`src/common/eip_map.svh`:
```
// Constants for the external interrupt pin logic.
// Assumes inclusion by bare name from design and testbench files.
`ifndef EIP_MAP_SVH
`define EIP_MAP_SVH

// Vector types handed to the core
`define EIP_TYPE_NMI 8'h02
`define EIP_TYPE_REQ0 8'h0c
`define EIP_TYPE_REQ1 8'h0d
`define EIP_TYPE_REQ2 8'h0e
`define EIP_TYPE_REQ3 8'h0f
`define EIP_TYPE_REQ4 8'h11
`define EIP_TYPE_NONE 8'h00

// Source indices
`define EIP_SRC_REQ0 3'h0
`define EIP_SRC_REQ1 3'h1
`define EIP_SRC_REQ2 3'h2
`define EIP_SRC_REQ3 3'h3
`define EIP_SRC_REQ4 3'h4
`define EIP_SRC_NMI 3'h5

// Default timing counts in clock cycles
`define EIP_ACK_CYCLES 4
`define EIP_PD_DELAY_CYCLES 16

`endif

```
`src/common/eip_pkg.sv`:
```
// Types shared by the external interrupt pin logic.
// Assumes the constant map is on the include path.
package eip_pkg;

  // Sequencer states
  typedef enum logic [1:0] {
    EIP_IDLE,
    EIP_PRESENT,
    EIP_ACK
  } eip_state_type;

  // One driven pin: level and output enable
  typedef struct packed {
    logic out;
    logic oe;
  } eip_pin_type;

  // Vector offered to the core
  typedef struct packed {
    logic valid;
    logic [7:0] vtype;
  } eip_vec_type;

endpackage

```
`src/eip_prio.sv`:
```
// Fixed priority picker over the maskable external requests.
// Assumes requests are already qualified by mask and pin mode.
`timescale 1ns/100ps
`default_nettype none

module eip_prio #(
  parameter int N = 5
) (
  input wire logic [N-1:0] i_req,
  output logic o_any,
  output logic [2:0] o_idx
);

  logic [N-1:0] lower_taken;
  logic [N-1:0] win;

  // Lowest index wins; each bit knows if a lower one is pending
  genvar g;
  generate
    for (g = 0; g < N; g = g + 1) begin : g_bit
      if (g == 0) begin : g_first
        assign lower_taken[g] = 1'b0;
      end else begin : g_rest
        assign lower_taken[g] = lower_taken[g-1] | i_req[g-1];
      end
      assign win[g] = i_req[g] & ~lower_taken[g];
    end
  endgenerate

  // Encode the single winner
  always_comb begin
    o_idx = 3'h0;
    for (int k = 0; k < N; k++) begin
      if (win[k]) begin
        o_idx = 3'(k);
      end
    end
  end

  assign o_any = |i_req;

endmodule

`default_nettype wire

```
`src/eip_top.sv`:
```
// External interrupt pin logic: five maskable requests, cascade acknowledge
// pins, latched non-maskable request with powerdown wake.
// Assumes pins are synchronous to i_ref_clk and the core pulses i_cpu_accept
// once for each vector it starts servicing.
//
// Operation
// - Request 0 vectors to type 12, request 1 to type 13.
// - Requests 2, 3 and 4 vector to types 14, 15 and 17.
// - Five requests are active high and maskable; masked ones divert nothing.
// - Cascade mode turns request pins 2 and 3 into acknowledge outputs.
// - Acknowledge 0 goes low as handshake for a served request 0.
// - Acknowledge 1, bidirectional, goes low as handshake for request 1.
// - A rising edge of the non-maskable request yields type 2 regardless of any mask.
// - Non-maskable assertion is latched so short pulses are still served.
// - Non-maskable request ends powerdown; clocks return after the delay.
`timescale 1ns/100ps
`default_nettype none
`include "eip_map.svh"

module eip_top #(
  parameter int ACK_CYCLES = `EIP_ACK_CYCLES,
  parameter int PD_DELAY_CYCLES = `EIP_PD_DELAY_CYCLES
) (
  input wire logic i_ref_clk,
  input wire logic i_arst_n,
  input wire logic [4:0] i_ext_request,
  input wire logic [4:0] i_mask,
  input wire logic i_cascade_0,
  input wire logic i_cascade_1,
  input wire logic i_nmi,
  input wire logic i_powerdown_enter,
  input wire logic i_cpu_accept,
  output eip_pkg::eip_vec_type o_vec,
  output eip_pkg::eip_pin_type o_request_ack_0_low,
  output eip_pkg::eip_pin_type o_request_ack_1_low,
  output logic o_clock_enable,
  output logic o_nmi_pending
);

  localparam int CW = 16;

  eip_pkg::eip_state_type state;
  eip_pkg::eip_state_type next_state;
  logic [2:0] src;
  logic [CW-1:0] ack_cnt;
  logic [CW-1:0] pd_cnt;
  logic nmi_prev;
  logic nmi_latch;
  logic pd_waking;

  ////////////////////////////////////////////////////////////////////////////
  // Request qualification and choice

  wire [4:0] pin_is_req = {1'b1, ~i_cascade_1, ~i_cascade_0, 2'b11};
  wire [4:0] live_req = i_ext_request & ~i_mask & pin_is_req;
  wire req_any;
  wire [2:0] req_idx;

  eip_prio #(
    .N(5)
  ) u_prio (
    .i_req(live_req),
    .o_any(req_any),
    .o_idx(req_idx)
  );

  // Vector type lookup per chosen source
  wire [7:0] type_of_idx =
    (req_idx == `EIP_SRC_REQ0) ? `EIP_TYPE_REQ0 :
    (req_idx == `EIP_SRC_REQ1) ? `EIP_TYPE_REQ1 :
    (req_idx == `EIP_SRC_REQ2) ? `EIP_TYPE_REQ2 :
    (req_idx == `EIP_SRC_REQ3) ? `EIP_TYPE_REQ3 :
    `EIP_TYPE_REQ4;

  // Decoded events
  wire nmi_rise = i_nmi & ~nmi_prev;
  wire may_offer = (state == eip_pkg::EIP_IDLE) & o_clock_enable;
  wire offer_nmi = may_offer & nmi_latch;
  wire offer_req = may_offer & ~nmi_latch & req_any;
  wire taken = (state == eip_pkg::EIP_PRESENT) & i_cpu_accept;
  wire nmi_served = taken & (src == `EIP_SRC_NMI);
  wire cascaded_taken = taken & (((src == `EIP_SRC_REQ0) & i_cascade_0) |
                                 ((src == `EIP_SRC_REQ1) & i_cascade_1));
  wire ack_last = (state == eip_pkg::EIP_ACK) & (ack_cnt == CW'(ACK_CYCLES - 1));
  wire pd_done = pd_waking & (pd_cnt == CW'(PD_DELAY_CYCLES - 1));
  wire wake_start = ~o_clock_enable & ~pd_waking & (nmi_latch | nmi_rise);

  ////////////////////////////////////////////////////////////////////////////
  // Sequencer

  always_comb begin
    next_state = state;
    case (state)
      eip_pkg::EIP_IDLE: begin
        if (offer_nmi | offer_req) begin
          next_state = eip_pkg::EIP_PRESENT;
        end
      end
      eip_pkg::EIP_PRESENT: begin
        if (cascaded_taken) begin
          next_state = eip_pkg::EIP_ACK;
        end else if (taken) begin
          next_state = eip_pkg::EIP_IDLE;
        end
      end
      eip_pkg::EIP_ACK: begin
        if (ack_last) begin
          next_state = eip_pkg::EIP_IDLE;
        end
      end
      default: begin
        next_state = eip_pkg::EIP_IDLE;
      end
    endcase
  end

  // State and chosen source
  always_ff @(posedge i_ref_clk or negedge i_arst_n) begin
    if (!i_arst_n) begin
      state <= eip_pkg::EIP_IDLE;
      src <= `EIP_SRC_REQ0;
    end else begin
      state <= next_state;
      if (offer_nmi) begin
        src <= `EIP_SRC_NMI;
      end else if (offer_req) begin
        src <= req_idx;
      end
    end
  end

  // Vector toward the core, held until accepted
  always_ff @(posedge i_ref_clk or negedge i_arst_n) begin
    if (!i_arst_n) begin
      o_vec <= '{valid: 1'b0, vtype: `EIP_TYPE_NONE};
    end else if (offer_nmi) begin
      o_vec <= '{valid: 1'b1, vtype: `EIP_TYPE_NMI};
    end else if (offer_req) begin
      o_vec <= '{valid: 1'b1, vtype: type_of_idx};
    end else if (taken) begin
      o_vec <= '{valid: 1'b0, vtype: `EIP_TYPE_NONE};
    end
  end

  ////////////////////////////////////////////////////////////////////////////
  // Non-maskable latch; a new edge wins over the service clear

  always_ff @(posedge i_ref_clk or negedge i_arst_n) begin
    if (!i_arst_n) begin
      nmi_prev <= 1'b0;
      nmi_latch <= 1'b0;
    end else begin
      nmi_prev <= i_nmi;
      nmi_latch <= nmi_rise | (nmi_latch & ~nmi_served);
    end
  end

  assign o_nmi_pending = nmi_latch;

  ////////////////////////////////////////////////////////////////////////////
  // Acknowledge pins, driven low for ACK_CYCLES after a cascaded accept

  always_ff @(posedge i_ref_clk or negedge i_arst_n) begin
    if (!i_arst_n) begin
      ack_cnt <= '0;
    end else if (state == eip_pkg::EIP_ACK) begin
      ack_cnt <= ack_cnt + CW'(1);
    end else begin
      ack_cnt <= '0;
    end
  end

  // Pin 2 is a push-pull output in cascade mode; pin 3 drives only while low
  always_ff @(posedge i_ref_clk or negedge i_arst_n) begin
    if (!i_arst_n) begin
      o_request_ack_0_low <= '{out: 1'b1, oe: 1'b0};
      o_request_ack_1_low <= '{out: 1'b1, oe: 1'b0};
    end else begin
      o_request_ack_0_low.oe <= i_cascade_0;
      o_request_ack_0_low.out <= ~((next_state == eip_pkg::EIP_ACK) &
                                   (cascaded_taken ? src == `EIP_SRC_REQ0 :
                                    o_request_ack_0_low.oe & ~o_request_ack_0_low.out));
      o_request_ack_1_low.oe <= (next_state == eip_pkg::EIP_ACK) &
                                (cascaded_taken ? src == `EIP_SRC_REQ1 :
                                 o_request_ack_1_low.oe);
      o_request_ack_1_low.out <= 1'b0;
    end
  end

  ////////////////////////////////////////////////////////////////////////////
  // Powerdown: clocks stop on entry, return PD_DELAY_CYCLES after a wake

  always_ff @(posedge i_ref_clk or negedge i_arst_n) begin
    if (!i_arst_n) begin
      o_clock_enable <= 1'b1;
      pd_waking <= 1'b0;
      pd_cnt <= '0;
    end else begin
      if (pd_done) begin
        o_clock_enable <= 1'b1;
        pd_waking <= 1'b0;
      end else if (wake_start) begin
        pd_waking <= 1'b1;
      end else if (i_powerdown_enter & o_clock_enable & (state == eip_pkg::EIP_IDLE)) begin
        o_clock_enable <= 1'b0;
      end
      pd_cnt <= pd_waking ? pd_cnt + CW'(1) : '0;
    end
  end
endmodule

`default_nettype wire

```
`config.mk`:
```
export PLATFORM = sky130hd
export DESIGN_NAME = eip_top
export DESIGN_NICKNAME = d
export VERILOG_FILES = /design/src/common/eip_pkg.sv /design/src/eip_prio.sv /design/src/eip_top.sv
export VERILOG_INCLUDE_DIRS = /design/src /design/src/common
export SDC_FILE = /design/constraint.sdc
export NUM_CORES = 1
export LEC_CHECK = 0
export ABC_AREA = 1
export ABC_CLOCK_PERIOD_IN_PS = 1800
export CAP_MARGIN = 30
export CORE_MARGIN = 2
export CORE_UTILIZATION = 63
export CTS_CLUSTER_DIAMETER = 30
export DETAILED_ROUTE_END_ITERATION = 12
export DONT_BUFFER_PORTS = 1
export PLACE_DENSITY = 0.88
export SYNTH_ARGS = -nofsm -noshare
export SYNTH_HDL_FRONTEND = slang
export SYNTH_SLANG_ARGS = --single-unit
```
`constraint.sdc`:
```
create_clock -name i_ref_clk -period 1.8 [get_ports i_ref_clk]
set_input_delay 0.27 -clock i_ref_clk [delete_from_list [all_inputs] [get_ports i_ref_clk]]
set_output_delay 0.27 -clock i_ref_clk [all_outputs]
set_load 0.02 [all_outputs]
```
### After elaboration in Yosys (flattened, before gate mapping)

Cells that the tools add are included.

| storage, ports and cells | value |
|---|---|
| bits in registers | 54 |
| input bits | 17 |
| output and inout bits | 15 |
| logic and storage cells | 110 |

| cells by class | value |
|---|---|
| $add $sub $neg | 2 |
| eq/ne operators | 11 |
| mux-type cells | 27 |
| bitwise operators | 47 |
| reduce and logical (&&, ||, !) cells | 9 |

Operators by type and width:

| kind | number |
|---|---|
| 16-bit by 1-bit adder with 16-bit output, second input constant | 2 |
| 16-bit 2-to-1 mux | 2 |
| 9-bit 2-to-1 mux | 3 |
| 1-bit bitwise AND | 24 |
| 5-bit 2-to-1 mux | 4 |
| 16-bit by 2-bit equality test with 1-bit output, second input constant | 1 |
| 16-bit by 4-bit equality test with 1-bit output, second input constant | 1 |
| 3-bit 2-to-1 mux | 5 |
| 1-bit NOT | 13 |
| 5-bit bitwise AND | 2 |
| 1-bit 2-to-1 mux | 8 |
| 2-bit 2-to-1 mux | 4 |
| 1-bit bitwise OR | 7 |
| 3-bit by 1-bit equality test with 1-bit output, second input constant | 2 |
| 3-bit by 2-bit equality test with 1-bit output, second input constant | 2 |
| 3-bit zero test | 2 |
| 2-bit one-hot mux with 3 select lines | 1 |
| 2-bit nonzero test | 3 |
| 5-bit NOT | 1 |
| 5-bit OR reduction | 1 |
| 2-bit equality test, second input constant | 2 |
| 3-bit equality test, second input constant | 1 |
| 3-bit nonzero test | 1 |
| 2-bit by 1-bit equality test with 1-bit output, second input constant | 1 |
| 3 further kinds | 3 |

### Logic depth before layout (Yosys ltp)

| depth | value |
|---|---|
| word-level depth | 16 |
| mapped depth | 9 |
| mapped depth without buffers | 9 |

### Cells and area by module

A second synthesis with hierarchy kept.

| second synthesis, totals | value |
|---|---|
| cell total of the unflattened synthesis | 346 |
| area total of the unflattened synthesis | 2603.7 µm² |

Modules (own cells, without submodules):

| module | times used | cells each | area each (µm²) | sequential area each (µm²) |
|---|---|---|---|---|
| eip_top | 1 | 335 | 2556.2 | 1255.0 |
| eip_prio | 1 | 11 | 47.5 | 0.0 |

### Worst setup path before layout

OpenSTA, ideal clock, no wires.

| timing path | value |
|---|---|
| path kind | register to register |
| from | register o_clock_enable |
| to | register src[1] |
| setup time | 0.124 ns |
| arrival | 1.180 ns |
| data required time | 1.676 ns |
| slack | 0.496 ns |
| cell stages (with the launch flop) | 6 |
| path buffers | 0 |
| period minus slack after synthesis | 1.304 ns |
| path through | dfstp_2 > nand3_1 > nor2_1 > nand2_1 > nand2_1 > o21bai_1 |

| between the ends | value |
|---|---|
| cells in the longest elaborated chain, start to end | 4 |
| elaborated cells between the ends (all ways) | 6 |
| those cells by class | 1 x mux; 4 x bitwise; 1 x reduce/logical |

Ends and longest elaborated chain:

| what | RTL line | RTL |
|---|---|---|
| from (decl) | eip_top.sv:36 | `output logic o_clock_enable,` |
| from (signal assigned) | eip_top.sv:195 | `o_clock_enable <= 1'b1;` |
| from (signal assigned) | eip_top.sv:200 | `o_clock_enable <= 1'b1;` |
| from (signal assigned) | eip_top.sv:205 | `o_clock_enable <= 1'b0;` |
| 1-bit bitwise AND (*) | eip_top.sv:77 | `wire may_offer = (state == eip_pkg::EIP_IDLE) & o_clock_enable;` |
| 1-bit bitwise AND (2 in series) | eip_top.sv:79 | `wire offer_req = may_offer & ~nmi_latch & req_any;` |
| 2-bit nonzero test (no source line) | -- |  |
| to (signal assigned) | eip_top.sv:121 | `` src <= `EIP_SRC_REQ0; `` |
| to (signal assigned) | eip_top.sv:125 | `` src <= `EIP_SRC_NMI; `` |
| to (signal assigned) | eip_top.sv:127 | `src <= req_idx;` |
| to (decl) | eip_top.sv:44 | `logic [2:0] src;` |

Every way passes the cells marked *; elsewhere a longest branch is shown, timed or not.
A chain may end at the register's enable or synchronous reset.

### Worst setup path after layout

| timing path | value |
|---|---|
| from | register o_clock_enable |
| to | register state[0] |

| between the ends | value |
|---|---|
| cells in the longest elaborated chain, start to end | 6 |
| elaborated cells between the ends (all ways) | 7 |
| those cells by class | 2 x mux; 5 x bitwise |

Ends and longest elaborated chain:

| what | RTL line | RTL |
|---|---|---|
| 1-bit bitwise AND (*) | eip_top.sv:77 |  |
| 1-bit bitwise AND (2 in series) | eip_top.sv:79 |  |
| 1-bit bitwise OR (*) | eip_top.sv:95 | `if (offer_nmi \| offer_req) begin` |
| 2-bit 2-to-1 mux (*) | eip_top.sv:95 |  |
| 2-bit one-hot mux with 3 select lines (*) | eip_top.sv:93 | `case (state)` |
| named net next_state[0] | eip_top.sv:43 | `eip_pkg::eip_state_type next_state;` |
| to (signal assigned) | eip_top.sv:120 | `state <= eip_pkg::EIP_IDLE;` |
| to (signal assigned) | eip_top.sv:123 | `state <= next_state;` |
| to (decl) | eip_top.sv:42 | `eip_pkg::eip_state_type state;` |

The timed path passes the listed nets; every way through them passes the cells marked *.

==> metrics.csv <==
stage,metric,value,unit
logic_synthesis,synthCells,332,
global_route,grt_pass1_vias,1957,
power,pwr_density_cell,1040,nW/um2
route,vias,2130,
setup_path,r2r-end,state[0],
global_route,antenna_found_initial,0,
logic_synthesis,ys_async_sr_fraction,100,%
power,irDropWorstVdd,1.07,mV
route,viasPerCell,5.42,
cells_and_area,area_growth_syn_to_layout,7.77,%
logic_synthesis,synthFlopType,dfrtp_1,
floorplan,dieHeight,68.0,um
floorplan,initial_core_util,64.9,%
hold_path,holdPathStages,2,
setup_path,r2r_slack,0.26,ns
timing,setup_viol,0,
timing,rsz0062_at_grt,no,
cells_and_area,final_cell_mix,"71 x nand2_1, 47 x dfrtp_1, 42 x inv_1",
placement,dpl.hpwl,3.82,mm
floorplan,core_area,3970,um2
setup_path,worst_ep_arrival_time,1.79,ns
logic_synthesis,avgSynthCellArea,7.76,um2
global_route,grt-ovfl-total,0,
timing,fin_crit_sh,85.6,%
cells_and_area,utilization,69.9,%
placement,gp_congestion,0.853,
power,internal_power,1.83,mW
logic_synthesis,syn_area,2580,um2
route,wl_per_cell,13.0,um
route,drt_first_pass_iters,4,
cts,clock_latency,0.30,ns
setup_path,critical_path_class,reg -> reg,
power,switching_share,36.4,%
setup_path,worst-path-max-fanout,8,
status,status,"complete, no violations",
cts,cts_buffers,5,
floorplan,io_pins,32,
setup_path,crit_path_start_kind,flop,
setup_path,required,2.04,ns
cells_and_area,layout_commonest_cell,nand2_1,
cts,cts_htree_levels,2,
run,drv_cap,0,
cells_and_area,layout.nets,361,
floorplan,fp-row-count,23,
route,drt.antenna.violating_nets,0,
logic_synthesis,synth-seq-area-share,48.7,%
logic_synthesis,synthDistinctLibCells,28,
cells_and_area,diodes,0,
cells_and_area,drive_above_1_share,11.7,%
timing,hold_violations,0,
hold_path,whs_endpoint,o_nmi_pending,
timing,fmax,649,MHz
route,drt_iter0_drc,164,
timing,finClkSkew,0.00491,ns
route,drc_errors,0,
power,pwr-share-comb,21.1,%
cts,root_buffer,clkbuf_8,
power,switchingPower,1.05,mW
global_route,track_usage,24.5,%
setup_path,cp-startpoint,o_clock_enable,
setup_path,cp-end-kind,flop,
power,totalPowerFinal,2.88,mW
floorplan,die_area,4620,um2
timing,finalSetupTns,0,ns
power,p_leak,1.35,nW
placement,portBuffers,0,
cts,post_cts_buffers,0,
logic_synthesis,ys_warn_count,0,
hold_path,hold_start,i_nmi,
cells_and_area,final_area,2780,um2
global_route,grt_max_degree,51,
cts,cts_sinks,50,
cts,clk_pin_slew,0.09,ns
global_route,grt_pass1_wl,8.32,mm
cts,clockBufferDepth,2,
setup_path,rr_worst_depth,6,
logic_synthesis,synth_enable_flop_cells,0,
hold_path,hp-class,in -> reg,
setup_path,timing.rr.start,o_clock_enable,
power,power.share.clock,23.5,%
logic_synthesis,synth_seq_cells,50,
cts,ctsResizeCount,0,
floorplan,die_w,68.0,um
placement,placed_cell_area,2630,um2
route,drt_wl_total,5.13,mm
timing,maxSlewViolCount,0,
timing,fin_crit,1.54,ns
cts,cts_tree,built,
power,seqPwrFrac,55.4,%
## routing by layer
| metal | GRT usage (%) | vias to the layer above | part of all wire (%) |
|---|---|---|---|
| met4 | 9.25 | 0 | 0.82 |
| met2 | 41.3 | 35 | 51 |
| met1 | 30.5 | 1016 | 45 |
| met5 | 0 | - | 0 |
| li1 | - | 1075 | - |
| met3 | 5.92 | 4 | 3.1 |
## cell type report
type	count	area, um2
clock buffer	6	82.6
tap	50	62.6
inverter	55	206
timing repair buffer	5	65.1
multi-input combinational	225	1090
clock inverter	2	12.5
sequential	50	1250
fill	316	1190
## through the flow
step                      hold WS (ns)  std cells  setup WS [ns]
after detailed placement       -0.0236        381          0.312
after global placement         -0.0237        381          0.379
after floorplan                -0.0256        335          0.496
after global routing             0.132        393          0.146
after CTS                        0.115        393          0.301
final                            0.120        393          0.259
## critical path, stage by stage (launching register included)
cell     delay, ns
dfstp_2       0.63
nand3_1       0.12
nor2_1        0.24
nand2_1       0.24
nand2_1       0.13
inv_1         0.07
nand2_1       0.06
## registers in the layout, summed over array words and instances, names as in the netlist
| register | count |
|---|---|
| state | 2 |
| pd_waking | 1 |
| o_request_ack_0_low | 2 |
| o_vec | 5 |
| nmi_prev | 1 |
| o_nmi_pending | 1 |
| o_clock_enable | 1 |
| src | 3 |
| ack_cnt | 16 |
| o_request_ack_1_low | 2 |
| pd_cnt | 16 |
## logic make-up (layout without fill, tap and decap cells)
| logic type | after synthesis | after routing | share of synthesized area, % |
|---|---|---|---|
| flip-flops | 50 | 50 | 48.7 |
| AND/OR/NAND/NOR | 177 | 177 | 31.8 |
| other | 1 | 4 | 0.145 |
| XOR/XNOR | 4 | 4 | 1.36 |
| buffers and inverters | 60 | 68 | 9.32 |
| AO/OA/AOI/OAI | 38 | 38 | 7.67 |
| adder cells (fa/ha/maj) | 2 | 2 | 0.971 |
## worst max-delay path by stage
| stage | end | depth (start not counted) |
|---|---|---|
| after global routing | pd_cnt[14] | 7 |
| after floorplan | src[1] | 5 |
| after CTS | ack_cnt[10] | 8 |
| after detailed placement | ack_cnt[10] | 8 |
| after global placement | ack_cnt[10] | 8 |
| final | state[0] | 6 |
## power groups by stage
stage | Sequential [mW] | Clock, mW | Combinational [mW]
CTS | 1.60 | 0.696 | 0.612
global placement | 1.61 | 0 | 0.548
global route | 1.62 | 0.732 | 0.709
detailed placement | 1.61 | 0 | 0.575
floorplan | 1.55 | 0 | 0.503
finish | 1.60 | 0.679 | 0.607
## synth_stat cells (2+ instances only)
| library cell | instances | share of area, % |
|---|---|---|
| nor3_1 | 7 | 1.4 |
| nand3_1 | 31 | 6.0 |
| ha_1 | 2 | 0.97 |
| nand3b_1 | 4 | 1.2 |
| nand4_1 | 10 | 2.4 |
| dfrtp_1 | 47 | 46 |
| inv_1 | 42 | 6.1 |
| nand2_1 | 71 | 10 |
| inv_2 | 13 | 1.9 |
| o21ai_1 | 8 | 1.6 |
| nor2_1 | 38 | 5.5 |
| a21oi_1 | 18 | 3.5 |
| nor2_2 | 7 | 1.7 |
| buf_4 | 4 | 1.2 |
| xor2_1 | 4 | 1.4 |
| nand2_2 | 2 | 0.49 |
| dfstp_2 | 3 | 3.1 |
| o21a_1 | 2 | 0.58 |
| nor3_2 | 2 | 0.78 |
| o21ai_0 | 9 | 1.7 |
## what timing repair did
item	4_1_cts	5_1_grt
endpoints found under the setup margin	0	0
hold endpoints to repair	52	0
hold buffers	4	0
(Power assumes the default switching activity.)
